`config.mk`:
```
export PLATFORM = sky130hd
export DESIGN_NAME = gpib_service_request_status
export DESIGN_NICKNAME = d
export VERILOG_FILES = /design/src/rtl/gpib_srq_pkg.sv /design/src/rtl/gpib_service_request_status.sv
export SDC_FILE = /design/constraint.sdc
export NUM_CORES = 1
export LEC_CHECK = 0
export ABC_AREA = 1
export BUFFER_PORTS_ARGS = -buffer_cell sky130_fd_sc_hd__buf_2
export CAP_MARGIN = 20
export CORE_UTILIZATION = 40
export CTS_BUF_LIST = sky130_fd_sc_hd__clkbuf_16
export DETAILED_ROUTE_END_ITERATION = 8
export GPL_TIMING_DRIVEN = 0
export PLACE_DENSITY_LB_ADDON = 0.05
export SLEW_MARGIN = 20
export SYNTH_ARGS = -nofsm -noshare
export SYNTH_HDL_FRONTEND = slang
export SYNTH_SLANG_ARGS = --single-unit
```
`constraint.sdc`:
```
create_clock -name clock_i -period 1.8 [get_ports clock_i]
set_input_delay 0.36 -clock clock_i [delete_from_list [all_inputs] [get_ports clock_i]]
set_output_delay 0.36 -clock clock_i [all_outputs]
set_load 0.01 [all_outputs]
```
`src/rtl/gpib_srq_pkg.sv`:
```
// Constants for the service request and status byte block
package gpib_srq_pkg;
  // ----------------------------------------------------------------
  // Register offsets
  // ----------------------------------------------------------------
  localparam logic [7:0] OFF_SRQ_COND = 8'h00;
  localparam logic [7:0] OFF_STATUS = 8'h04;
  localparam logic [7:0] OFF_ADDR = 8'h08;
  localparam logic [7:0] OFF_MODE = 8'h0c;
  localparam logic [7:0] OFF_STATE = 8'h10;
  // ----------------------------------------------------------------
  // Status byte fields
  // ----------------------------------------------------------------
  localparam int SB_DATA_READY = 0;
  localparam int SB_CODE_ERR = 1;
  localparam int SB_INST_ERR = 2;
  localparam int SB_RQS = 6;
  localparam logic [7:0] SB_RESET = 8'h00;
  localparam logic [7:0] EN_MASK = 8'h05;
  localparam logic [7:0] EN_RESET = 8'h00;
  localparam int MODE_TALK_ONLY = 0;
  localparam logic [4:0] ADDR_RESET = 5'h1c;
  // ----------------------------------------------------------------
  // Bus commands, seven bits, taken while attention is true
  // ----------------------------------------------------------------
  localparam logic [6:0] CMD_GTL = 7'h01;
  localparam logic [6:0] CMD_SDC = 7'h04;
  localparam logic [6:0] CMD_PPC = 7'h05;
  localparam logic [6:0] CMD_TCT = 7'h09;
  localparam logic [6:0] CMD_DCL = 7'h14;
  localparam logic [6:0] CMD_PPU = 7'h15;
  localparam logic [6:0] CMD_SPE = 7'h18;
  localparam logic [6:0] CMD_SPD = 7'h19;
  localparam logic [6:0] CMD_UNL = 7'h3f;
  localparam logic [6:0] CMD_UNT = 7'h5f;
  localparam logic [1:0] GRP_LISTEN = 2'h1;
  localparam logic [1:0] GRP_TALK = 2'h2;
  // ----------------------------------------------------------------
  // Measurement error and bus responses
  // ----------------------------------------------------------------
  localparam logic [7:0] MEAS_TRIES = 8'h80;
  localparam logic [7:0] ERR_MEAS = 8'h1f;
  localparam logic [7:0] ERR_BUS_CODE = 8'h18;
  localparam logic [1:0] RESP_OKAY = 2'h0;
  localparam logic [1:0] RESP_SLVERR = 2'h2;
endpackage

```
`src/rtl/gpib_service_request_status.sv`:
```
// Service request, status byte and addressing logic of the instrument
// Contract
// - Remote enable false returns to local, settings kept, remote lamp off.
// - Pass control is ignored; never becomes controller.
// - Service request via SRQ, possible in local or remote.
// - Pending request withdrawn by serial poll or device clear.
// - SRQ released just before status byte goes on the data lines; the code drops it in the same cycle dio_oe_o rises.
// - Program-code error always raises service request.
// - Data ready flagged when non-error, non-status output is pending.
// - Invalid data message flags a program-code error.
// - After set attempts without result, error 31 shown and request raised.
// - Instrument error flagged whenever any error is displayed.
// - Condition enables set by panel or bus; all disabled on clear.
// - Eight-bit status byte, three bits for enabled conditions.
// - Enabled condition sets its bit, request bit and SRQ.
// - Disabled condition sets no bit and no request; measurement error still sets instrument error bit and request.
// - Status byte frozen while serial poll mode lasts.
// - Serial poll enable then talk address; device sends status byte.
// - After sending, byte cleared on poll disable, interface clear, untalk.
// - Device clear clears status byte and pending request always.
// - Talk-only clears status byte on each byte sent; outside poll mode the code reloads it with the live conditions instead.
// - No parallel poll response, no parallel poll bit driven.
// - Interface clear unaddresses and stops talking or listening at once.
// - Bus address from internal setting, default twenty-eight.
// - Bits 1,2,3,7 as defined; bits 4,5,6,8 read zero.
// - Set status bits stay set until the whole byte is cleared.
// - Selected clear while listening equals universal clear.
module gpib_service_request_status (
  // Clock and reset
  input wire logic clock_i,
  input wire logic rst_n_i,
  // Register bus
  input wire logic axi_awvalid_i,
  output logic axi_awready_o,
  input wire logic [7:0] axi_awaddr_i,
  input wire logic axi_wvalid_i,
  output logic axi_wready_o,
  input wire logic [31:0] axi_wdata_i,
  input wire logic [3:0] axi_wstrb_i,
  output logic axi_bvalid_o,
  input wire logic axi_bready_i,
  output logic [1:0] axi_bresp_o,
  input wire logic axi_arvalid_i,
  output logic axi_arready_o,
  input wire logic [7:0] axi_araddr_i,
  output logic axi_rvalid_o,
  input wire logic axi_rready_i,
  output logic [31:0] axi_rdata_o,
  output logic [1:0] axi_rresp_o,
  // Bus lines and decoded messages
  input wire logic ren_i,
  input wire logic ifc_i,
  input wire logic cmd_valid_i,
  input wire logic [6:0] cmd_i,
  input wire logic data_msg_i,
  input wire logic data_invalid_i,
  input wire logic byte_taken_i,
  // Instrument side
  input wire logic out_pending_i,
  input wire logic out_is_error_i,
  input wire logic inst_error_i,
  input wire logic meas_try_i,
  input wire logic meas_result_i,
  input wire logic fp_cond_we_i,
  input wire logic [7:0] fp_cond_i,
  // Bus outputs
  output logic srq_o,
  output logic [7:0] dio_o,
  output logic dio_oe_o,
  // Indicators
  output logic remote_o,
  output logic talk_o,
  output logic listen_o,
  output logic clear_o,
  output logic [7:0] err_code_o
);
  // ----------------------------------------------------------------
  // Helpers
  // ----------------------------------------------------------------
  function automatic logic is_cmd(input logic [6:0] c);
    return cmd_valid_i && (cmd_i == c);
  endfunction

  function automatic logic is_mapped(input logic [7:0] a);
    return a == gpib_srq_pkg::OFF_SRQ_COND || a == gpib_srq_pkg::OFF_STATUS ||
           a == gpib_srq_pkg::OFF_ADDR || a == gpib_srq_pkg::OFF_MODE ||
           a == gpib_srq_pkg::OFF_STATE;
  endfunction

  logic [7:0] sb_q;
  logic [7:0] en_q;
  logic [4:0] addr_q;
  logic talk_only_q;
  logic remote_q;
  logic talk_q;
  logic listen_q;
  logic spe_q;
  logic sent_q;
  logic code_disp_q;
  logic meas_err_q;
  logic [7:0] meas_cnt_q;
  logic [7:0] dio_q;
  logic clear_q;
  logic bvalid_q;
  logic [1:0] bresp_q;
  logic rvalid_q;
  logic [31:0] rdata_q;
  logic [1:0] rresp_q;

  // ----------------------------------------------------------------
  // Command decode
  // ----------------------------------------------------------------
  logic my_listen;
  logic my_talk;
  logic other_talk;
  logic clear_evt;
  logic disp_err;
  logic [7:0] cond;
  logic [7:0] set_bits;
  logic sb_clr;
  logic poll_out;
  logic aw_fire;
  logic ar_fire;

  assign my_listen = cmd_valid_i && cmd_i[6:5] == gpib_srq_pkg::GRP_LISTEN
                     && cmd_i[4:0] == addr_q;
  assign my_talk = cmd_valid_i && cmd_i[6:5] == gpib_srq_pkg::GRP_TALK
                   && cmd_i[4:0] == addr_q;
  // Reads inside a function would not wake a continuous assign
  always_comb begin
    other_talk = (cmd_valid_i && cmd_i[6:5] == gpib_srq_pkg::GRP_TALK
                  && cmd_i[4:0] != addr_q) || is_cmd(gpib_srq_pkg::CMD_UNT);
    // Both clear forms act the same
    clear_evt = is_cmd(gpib_srq_pkg::CMD_DCL)
                || (is_cmd(gpib_srq_pkg::CMD_SDC) && listen_q);
  end
  // Pass control and parallel poll commands fall through undecoded
  // so no state ever moves on them.

  // ----------------------------------------------------------------
  // Addressing and remote state
  // ----------------------------------------------------------------
  always_ff @(posedge clock_i) begin
    if (!rst_n_i) begin
      remote_q <= 1'b0;
    end else if (!ren_i) begin
      remote_q <= 1'b0;
    end else if (my_listen) begin
      remote_q <= 1'b1;
    end else if (is_cmd(gpib_srq_pkg::CMD_GTL) && listen_q) begin
      remote_q <= 1'b0;
    end
  end

  always_ff @(posedge clock_i) begin
    if (!rst_n_i) begin
      listen_q <= 1'b0;
      talk_q <= 1'b0;
    end else if (ifc_i) begin
      listen_q <= 1'b0;
      talk_q <= 1'b0;
    end else begin
      if (my_listen) begin
        listen_q <= 1'b1;
      end else if (is_cmd(gpib_srq_pkg::CMD_UNL)) begin
        listen_q <= 1'b0;
      end
      if (my_talk) begin
        talk_q <= 1'b1;
      end else if (other_talk) begin
        talk_q <= 1'b0;
      end
    end
  end

  always_ff @(posedge clock_i) begin
    if (!rst_n_i) begin
      spe_q <= 1'b0;
    end else if (ifc_i || is_cmd(gpib_srq_pkg::CMD_SPD)) begin
      spe_q <= 1'b0;
    end else if (is_cmd(gpib_srq_pkg::CMD_SPE)) begin
      spe_q <= 1'b1;
    end
  end

  // ----------------------------------------------------------------
  // Error conditions
  // ----------------------------------------------------------------
  always_ff @(posedge clock_i) begin
    if (!rst_n_i || clear_evt) begin
      code_disp_q <= 1'b0;
    end else if (data_msg_i) begin
      code_disp_q <= data_invalid_i;
    end
  end

  // Attempts are counted only while no result arrives
  always_ff @(posedge clock_i) begin
    if (!rst_n_i || meas_result_i || clear_evt) begin
      meas_cnt_q <= 8'h00;
      meas_err_q <= 1'b0;
    end else if (meas_try_i && !meas_err_q) begin
      meas_cnt_q <= meas_cnt_q + 8'h01;
      meas_err_q <= (meas_cnt_q + 8'h01) == gpib_srq_pkg::MEAS_TRIES;
    end
  end

  assign disp_err = inst_error_i || code_disp_q || meas_err_q;

  always_comb begin
    cond = 8'h00;
    cond[gpib_srq_pkg::SB_DATA_READY] = out_pending_i && !out_is_error_i;
    cond[gpib_srq_pkg::SB_CODE_ERR] = code_disp_q;
    cond[gpib_srq_pkg::SB_INST_ERR] = disp_err;
    // Code error is always enabled, the other two by the setting
    set_bits = cond & (en_q | 8'h02);
    if (meas_err_q) begin
      set_bits[gpib_srq_pkg::SB_INST_ERR] = 1'b1;
    end
    if (set_bits != 8'h00) begin
      set_bits[gpib_srq_pkg::SB_RQS] = 1'b1;
    end
  end

  // ----------------------------------------------------------------
  // Status byte
  // ----------------------------------------------------------------
  always_comb begin
    sb_clr = (sent_q && (ifc_i || is_cmd(gpib_srq_pkg::CMD_SPD) || other_talk))
             || (talk_only_q && byte_taken_i);
  end
  always_ff @(posedge clock_i) begin
    if (!rst_n_i) begin
      sent_q <= 1'b0;
    end else if (sb_clr || clear_evt) begin
      sent_q <= 1'b0;
    end else if (byte_taken_i && spe_q && talk_q) begin
      sent_q <= 1'b1;
    end
  end

  // A clear message wins over level conditions so it sticks;
  // a poll clear zeroes the byte; only the talk-only clear reloads live conditions.
  always_ff @(posedge clock_i) begin
    if (!rst_n_i || clear_evt) begin
      sb_q <= gpib_srq_pkg::SB_RESET;
    end else if (sb_clr) begin
      sb_q <= spe_q ? gpib_srq_pkg::SB_RESET : set_bits;
    end else if (!spe_q) begin
      sb_q <= sb_q | set_bits;
    end
    // No update while in poll mode
  end

  always_ff @(posedge clock_i) begin
    if (!rst_n_i) begin
      dio_q <= 8'h00;
      clear_q <= 1'b0;
    end else begin
      dio_q <= sb_q;
      clear_q <= clear_evt;
    end
  end

  // Request bit drives SRQ; released while the poll byte is out
  assign poll_out = spe_q && talk_q;
  assign srq_o = sb_q[gpib_srq_pkg::SB_RQS] && !poll_out;
  assign dio_oe_o = (poll_out || talk_only_q) && !ifc_i;
  assign dio_o = dio_q;
  assign remote_o = remote_q;
  assign talk_o = talk_q;
  assign listen_o = listen_q;
  assign clear_o = clear_q;
  assign err_code_o = meas_err_q ? gpib_srq_pkg::ERR_MEAS :
                      (code_disp_q ? gpib_srq_pkg::ERR_BUS_CODE : 8'h00);

  // ----------------------------------------------------------------
  // Register bus slave
  // ----------------------------------------------------------------
  // Address and data are only taken together; simpler than buffering
  assign aw_fire = axi_awvalid_i && axi_wvalid_i && !bvalid_q;
  assign axi_awready_o = aw_fire;
  assign axi_wready_o = aw_fire;
  assign ar_fire = axi_arvalid_i && !rvalid_q;
  assign axi_arready_o = !rvalid_q;

  always_ff @(posedge clock_i) begin
    if (!rst_n_i || clear_evt) begin
      en_q <= gpib_srq_pkg::EN_RESET;
    end else if (fp_cond_we_i) begin
      en_q <= fp_cond_i & gpib_srq_pkg::EN_MASK;
    end else if (aw_fire && axi_wstrb_i[0]
                 && axi_awaddr_i == gpib_srq_pkg::OFF_SRQ_COND) begin
      en_q <= axi_wdata_i[7:0] & gpib_srq_pkg::EN_MASK;
    end
  end

  always_ff @(posedge clock_i) begin
    if (!rst_n_i) begin
      addr_q <= gpib_srq_pkg::ADDR_RESET;
      talk_only_q <= 1'b0;
    end else if (aw_fire && axi_wstrb_i[0]) begin
      if (axi_awaddr_i == gpib_srq_pkg::OFF_ADDR) begin
        addr_q <= axi_wdata_i[4:0];
      end
      if (axi_awaddr_i == gpib_srq_pkg::OFF_MODE) begin
        talk_only_q <= axi_wdata_i[gpib_srq_pkg::MODE_TALK_ONLY];
      end
    end
  end

  always_ff @(posedge clock_i) begin
    if (!rst_n_i) begin
      bvalid_q <= 1'b0;
      bresp_q <= gpib_srq_pkg::RESP_OKAY;
    end else if (aw_fire) begin
      bvalid_q <= 1'b1;
      bresp_q <= is_mapped(axi_awaddr_i) ? gpib_srq_pkg::RESP_OKAY
                                         : gpib_srq_pkg::RESP_SLVERR;
    end else if (axi_bready_i) begin
      bvalid_q <= 1'b0;
    end
  end

  always_ff @(posedge clock_i) begin
    if (!rst_n_i) begin
      rvalid_q <= 1'b0;
      rdata_q <= 32'h0000_0000;
      rresp_q <= gpib_srq_pkg::RESP_OKAY;
    end else if (ar_fire) begin
      rvalid_q <= 1'b1;
      rresp_q <= is_mapped(axi_araddr_i) ? gpib_srq_pkg::RESP_OKAY
                                         : gpib_srq_pkg::RESP_SLVERR;
      unique case (axi_araddr_i)
        gpib_srq_pkg::OFF_SRQ_COND: rdata_q <= {24'h00_0000, en_q};
        gpib_srq_pkg::OFF_STATUS: rdata_q <= {24'h00_0000, sb_q};
        gpib_srq_pkg::OFF_ADDR: rdata_q <= {27'h000_0000, addr_q};
        gpib_srq_pkg::OFF_MODE: rdata_q <= {31'h0000_0000, talk_only_q};
        gpib_srq_pkg::OFF_STATE: rdata_q <= {24'h00_0000, meas_err_q, code_disp_q,
                                             sent_q, spe_q, listen_q, talk_q,
                                             remote_q, srq_o};
        default: rdata_q <= 32'h0000_0000;
      endcase
    end else if (axi_rready_i) begin
      rvalid_q <= 1'b0;
    end
  end

  assign axi_bvalid_o = bvalid_q;
  assign axi_bresp_o = bresp_q;
  assign axi_rvalid_o = rvalid_q;
  assign axi_rdata_o = rdata_q;
  assign axi_rresp_o = rresp_q;
endmodule

```
==> results.json <==
{
  "placed_cell_area_um2": 3170,
  "avgViaCountPerCell": 4.43,
  "synth_edf_count": 0,
  "ant_nets": 0,
  "dp_hpwl_mm": 4.91,
  "grt_usage_pct": 19.1,
  "final_cell_area_um2": 3300,
  "nNetsFinal": 588,
  "layout_commonest_cell": "nand2_1",
  "num_rows": 28,
  "grt_pass1_wl_mm": 9.81,
  "r2r_end": "meas_err_q$_SDFFE_PP0P_",
  "rsz0062_at_grt": "no",
  "required_ns": 1.44,
  "coreArea_um2": 6060,
  "post-route-drc-count": 0,
  "worst_pin_slew_ns": 0.505,
  "p_per_area_nw_per_um2": 671,
  "yosys_warnings": 0,
  "ys.flop_type": "dfxtp_1",
  "setup_viol": 0,
  "dr_total_vias": 2552,
  "cp_slowest_cell": "dfxtp_1",
  "path_class": "reg -> out",
  "gr-total-overflow": 0,
  "cts_root_buf": "clkbuf_16",
  "grt_max_degree": 13,
  "cts_setup_buffers": 0,
  "syn_area_per_cell_um2": 6.68,
  "p_leak_nw": 1.79,
  "drt_first_pass_iters": 4,
  "final.min_clock_period_ns": 1.54,
  "cts_resized": 0,
  "h-tree-depth": 2,
  "wl_per_cell_um": 10.4,
  "min_from": "ren_i",
  "ys_ff_latch": 44,
  "die_x_um": 82.1,
  "min_delay_path_depth": 3,
  "max_freq_ghz": 0.650,
  "netSwitchingFraction_pct": 25.3,
  "status": "finished clean",
  "synthArstFlopShare_pct": 0,
  "timing.rr.start": "meas_cnt_q[0]$_SDFFE_PP0P_",
  "final_hold_viol_count": 0,
  "path_depth": 2,
  "max_slew_margin_pct": 66.3,
  "reg2reg_depth": 7,
  "drtIter0Drc": 77,
  "clk_path_buf_depth": 2,
  "switchingPower_uw": 560,
  "ios": 149,
  "power_mw": 2.21,
  "syn_area_um2": 2560,
  "whs_endpoint": "remote_o$_SDFFE_PN0P_",
  "comb_power_share_pct": 15.7,
  "slowest_delay_ns": 0.37,
  "critical_path.max_fanout": 6,
  "final_cell_count_no_fill": 576,
  "cp-end-kind": "output port",
  "hold_buffers": 0,
  "clock_latency_ns": 0.28,
  "diodes": 0,
  "p_clk_share_pct": 38.1,
  "n_fill_cell": 666,
  "ir_worst_vdd_mv": 0.367,
  "fin_ws_ns": 0.261,
  "hold_slack_ns": 0.303,
  "power.internal_mw": 1.65,
  "crit_start": "talk_o$_SDFFE_PP0P_",
  "power.share.sequential_pct": 46.3,
  "drive_gt1_share_pct": 28.7,
  "min_path_type": "in -> reg",
  "cts.sinks": 44,
  "clk_pin_slew_worst_paths_ns": 0.06,
  "finalCoreUtilization_pct": 54.5,
  "grt_pass1_vias": 2221,
  "r2r_slack_ns": 0.43,
  "cp_num_buf_inv": 1,
  "place_ws_ns": 0.333,
  "ys_seq_area_share_pct": 34.4,
  "period_share_pct": 85.5,
  "cts_tree": "done",
  "dieArea_um2": 6730,
  "tns_ns": 0,
  "io_buffers": 78,
  "drv_cap": 0,
  "drv_slew": 0,
  "cp.arrival_ns": 1.18,
  "crit_family": "flip-flops",
  "yosys.cell_types.count": 34,
  "gp_congestion": 0.864,
  "antenna_found_initial": 0,
  "final_cell_mix": "nand2_1 (90), buf_2 (81), inv_1 (48)",
  "finClkSkew_ns": 0.00428,
  "numCtsBuffers": 5,
  "start_util_pct": 42.3,
  "path_cells": "a21boi_0 > buf_2",
  "cp-start-kind": "flip-flop",
  "wirelength_mm": 6.00,
  "area_delta_synth_final_pct": 28.8,
  "die_h_um": 82.1,
  "placed_cells": 569,
  "postSynthCellCount": 384
}
-- kinds of logic after synthesis --
family / count (synthesis) / synth area share, %
flops: 44 / 34.4
xor+xnor: 4 / 1.37
other cells: 1 / 0.146
compound gates: 61 / 13.2
mux: 1 / 0.439
simple gates: 177 / 30.4
buf+inv: 95 / 19.6
fa+ha+maj: 1 / 0.488
-- sequential cells by signal, summed over array words and instances (netlist names), 2 cells and up --
register / count
axi_rdata_o: 8
meas_cnt_q: 8
addr_q: 5
dio_o: 4
sb_q: 4
en_q: 2
-- power groups by stage --
stage | Clock, mW | Sequential, mW | Combinational, mW
6_report | 0.843 | 1.02 | 0.347
5_1_grt | 0.905 | 1.03 | 0.399
4_1_cts | 0.865 | 1.02 | 0.346
3_5_place_dp | 0 | 1.05 | 0.345
3_3_place_gp | 0 | 1.05 | 0.341
2_1_floorplan | 0 | 1.05 | 0.216
-- tightest hold or removal path, delay by kind of cell --
family                 cells  cell delay, ns
buffers and inverters      1            0.09
AND/OR/NAND/NOR            1            0.05
AO/OA/AOI/OAI              1            0.03
-- final cells by class --
class	instances	area (µm²)	share of cell area, %
inverters	53	199	6.03
clock inverters	2	8.76	0.265
repair buffers	78	390	11.8
multi-input cells	277	1300	39.4
plain buffers	42	304	9.21
clock buffers	5	125	3.79
well taps	75	93.8	2.84
flip-flops and latches	44	881	26.7
-- worst max path at each step --
stage | slack, ns | end
finish | 0.26 | srq_o
global route | 0.21 | srq_o
CTS | 0.28 | srq_o
detailed placement | 0.33 | meas_cnt_q[3]$_SDFFE_PP0P_
global placement | 0.35 | meas_cnt_q[2]$_SDFFE_PP0P_
floorplan | 0.59 | addr_q[0]$_SDFFE_PN0P_
-- cells in the mapped netlist, drive strengths merged, types with 3 or more instances --
cell	number	area share [%]
nand2	93	14
nor3	6	1.6
xor2	3	1.0
nand4	8	2.2
o211ai	4	1.2
nand3	24	4.7
buf	42	12
o21ai	20	3.9
dfxtp	44	34
inv	53	7.8
a21oi	27	5.3
nor2	43	7.2
-- layer usage --
| metal | vias up | global-route usage [%] | share of wire [%] |
|---|---|---|---|
| li1 | 1392 | - | - |
| met1 | 1074 | 24.8 | 48 |
| met2 | 82 | 31.6 | 44 |
| met3 | 4 | 3.67 | 7.0 |
| met4 | 0 | 5.79 | 0.58 |
| met5 | - | 0 | 0 |
Note: power is estimated with default switching activity, not from simulation.
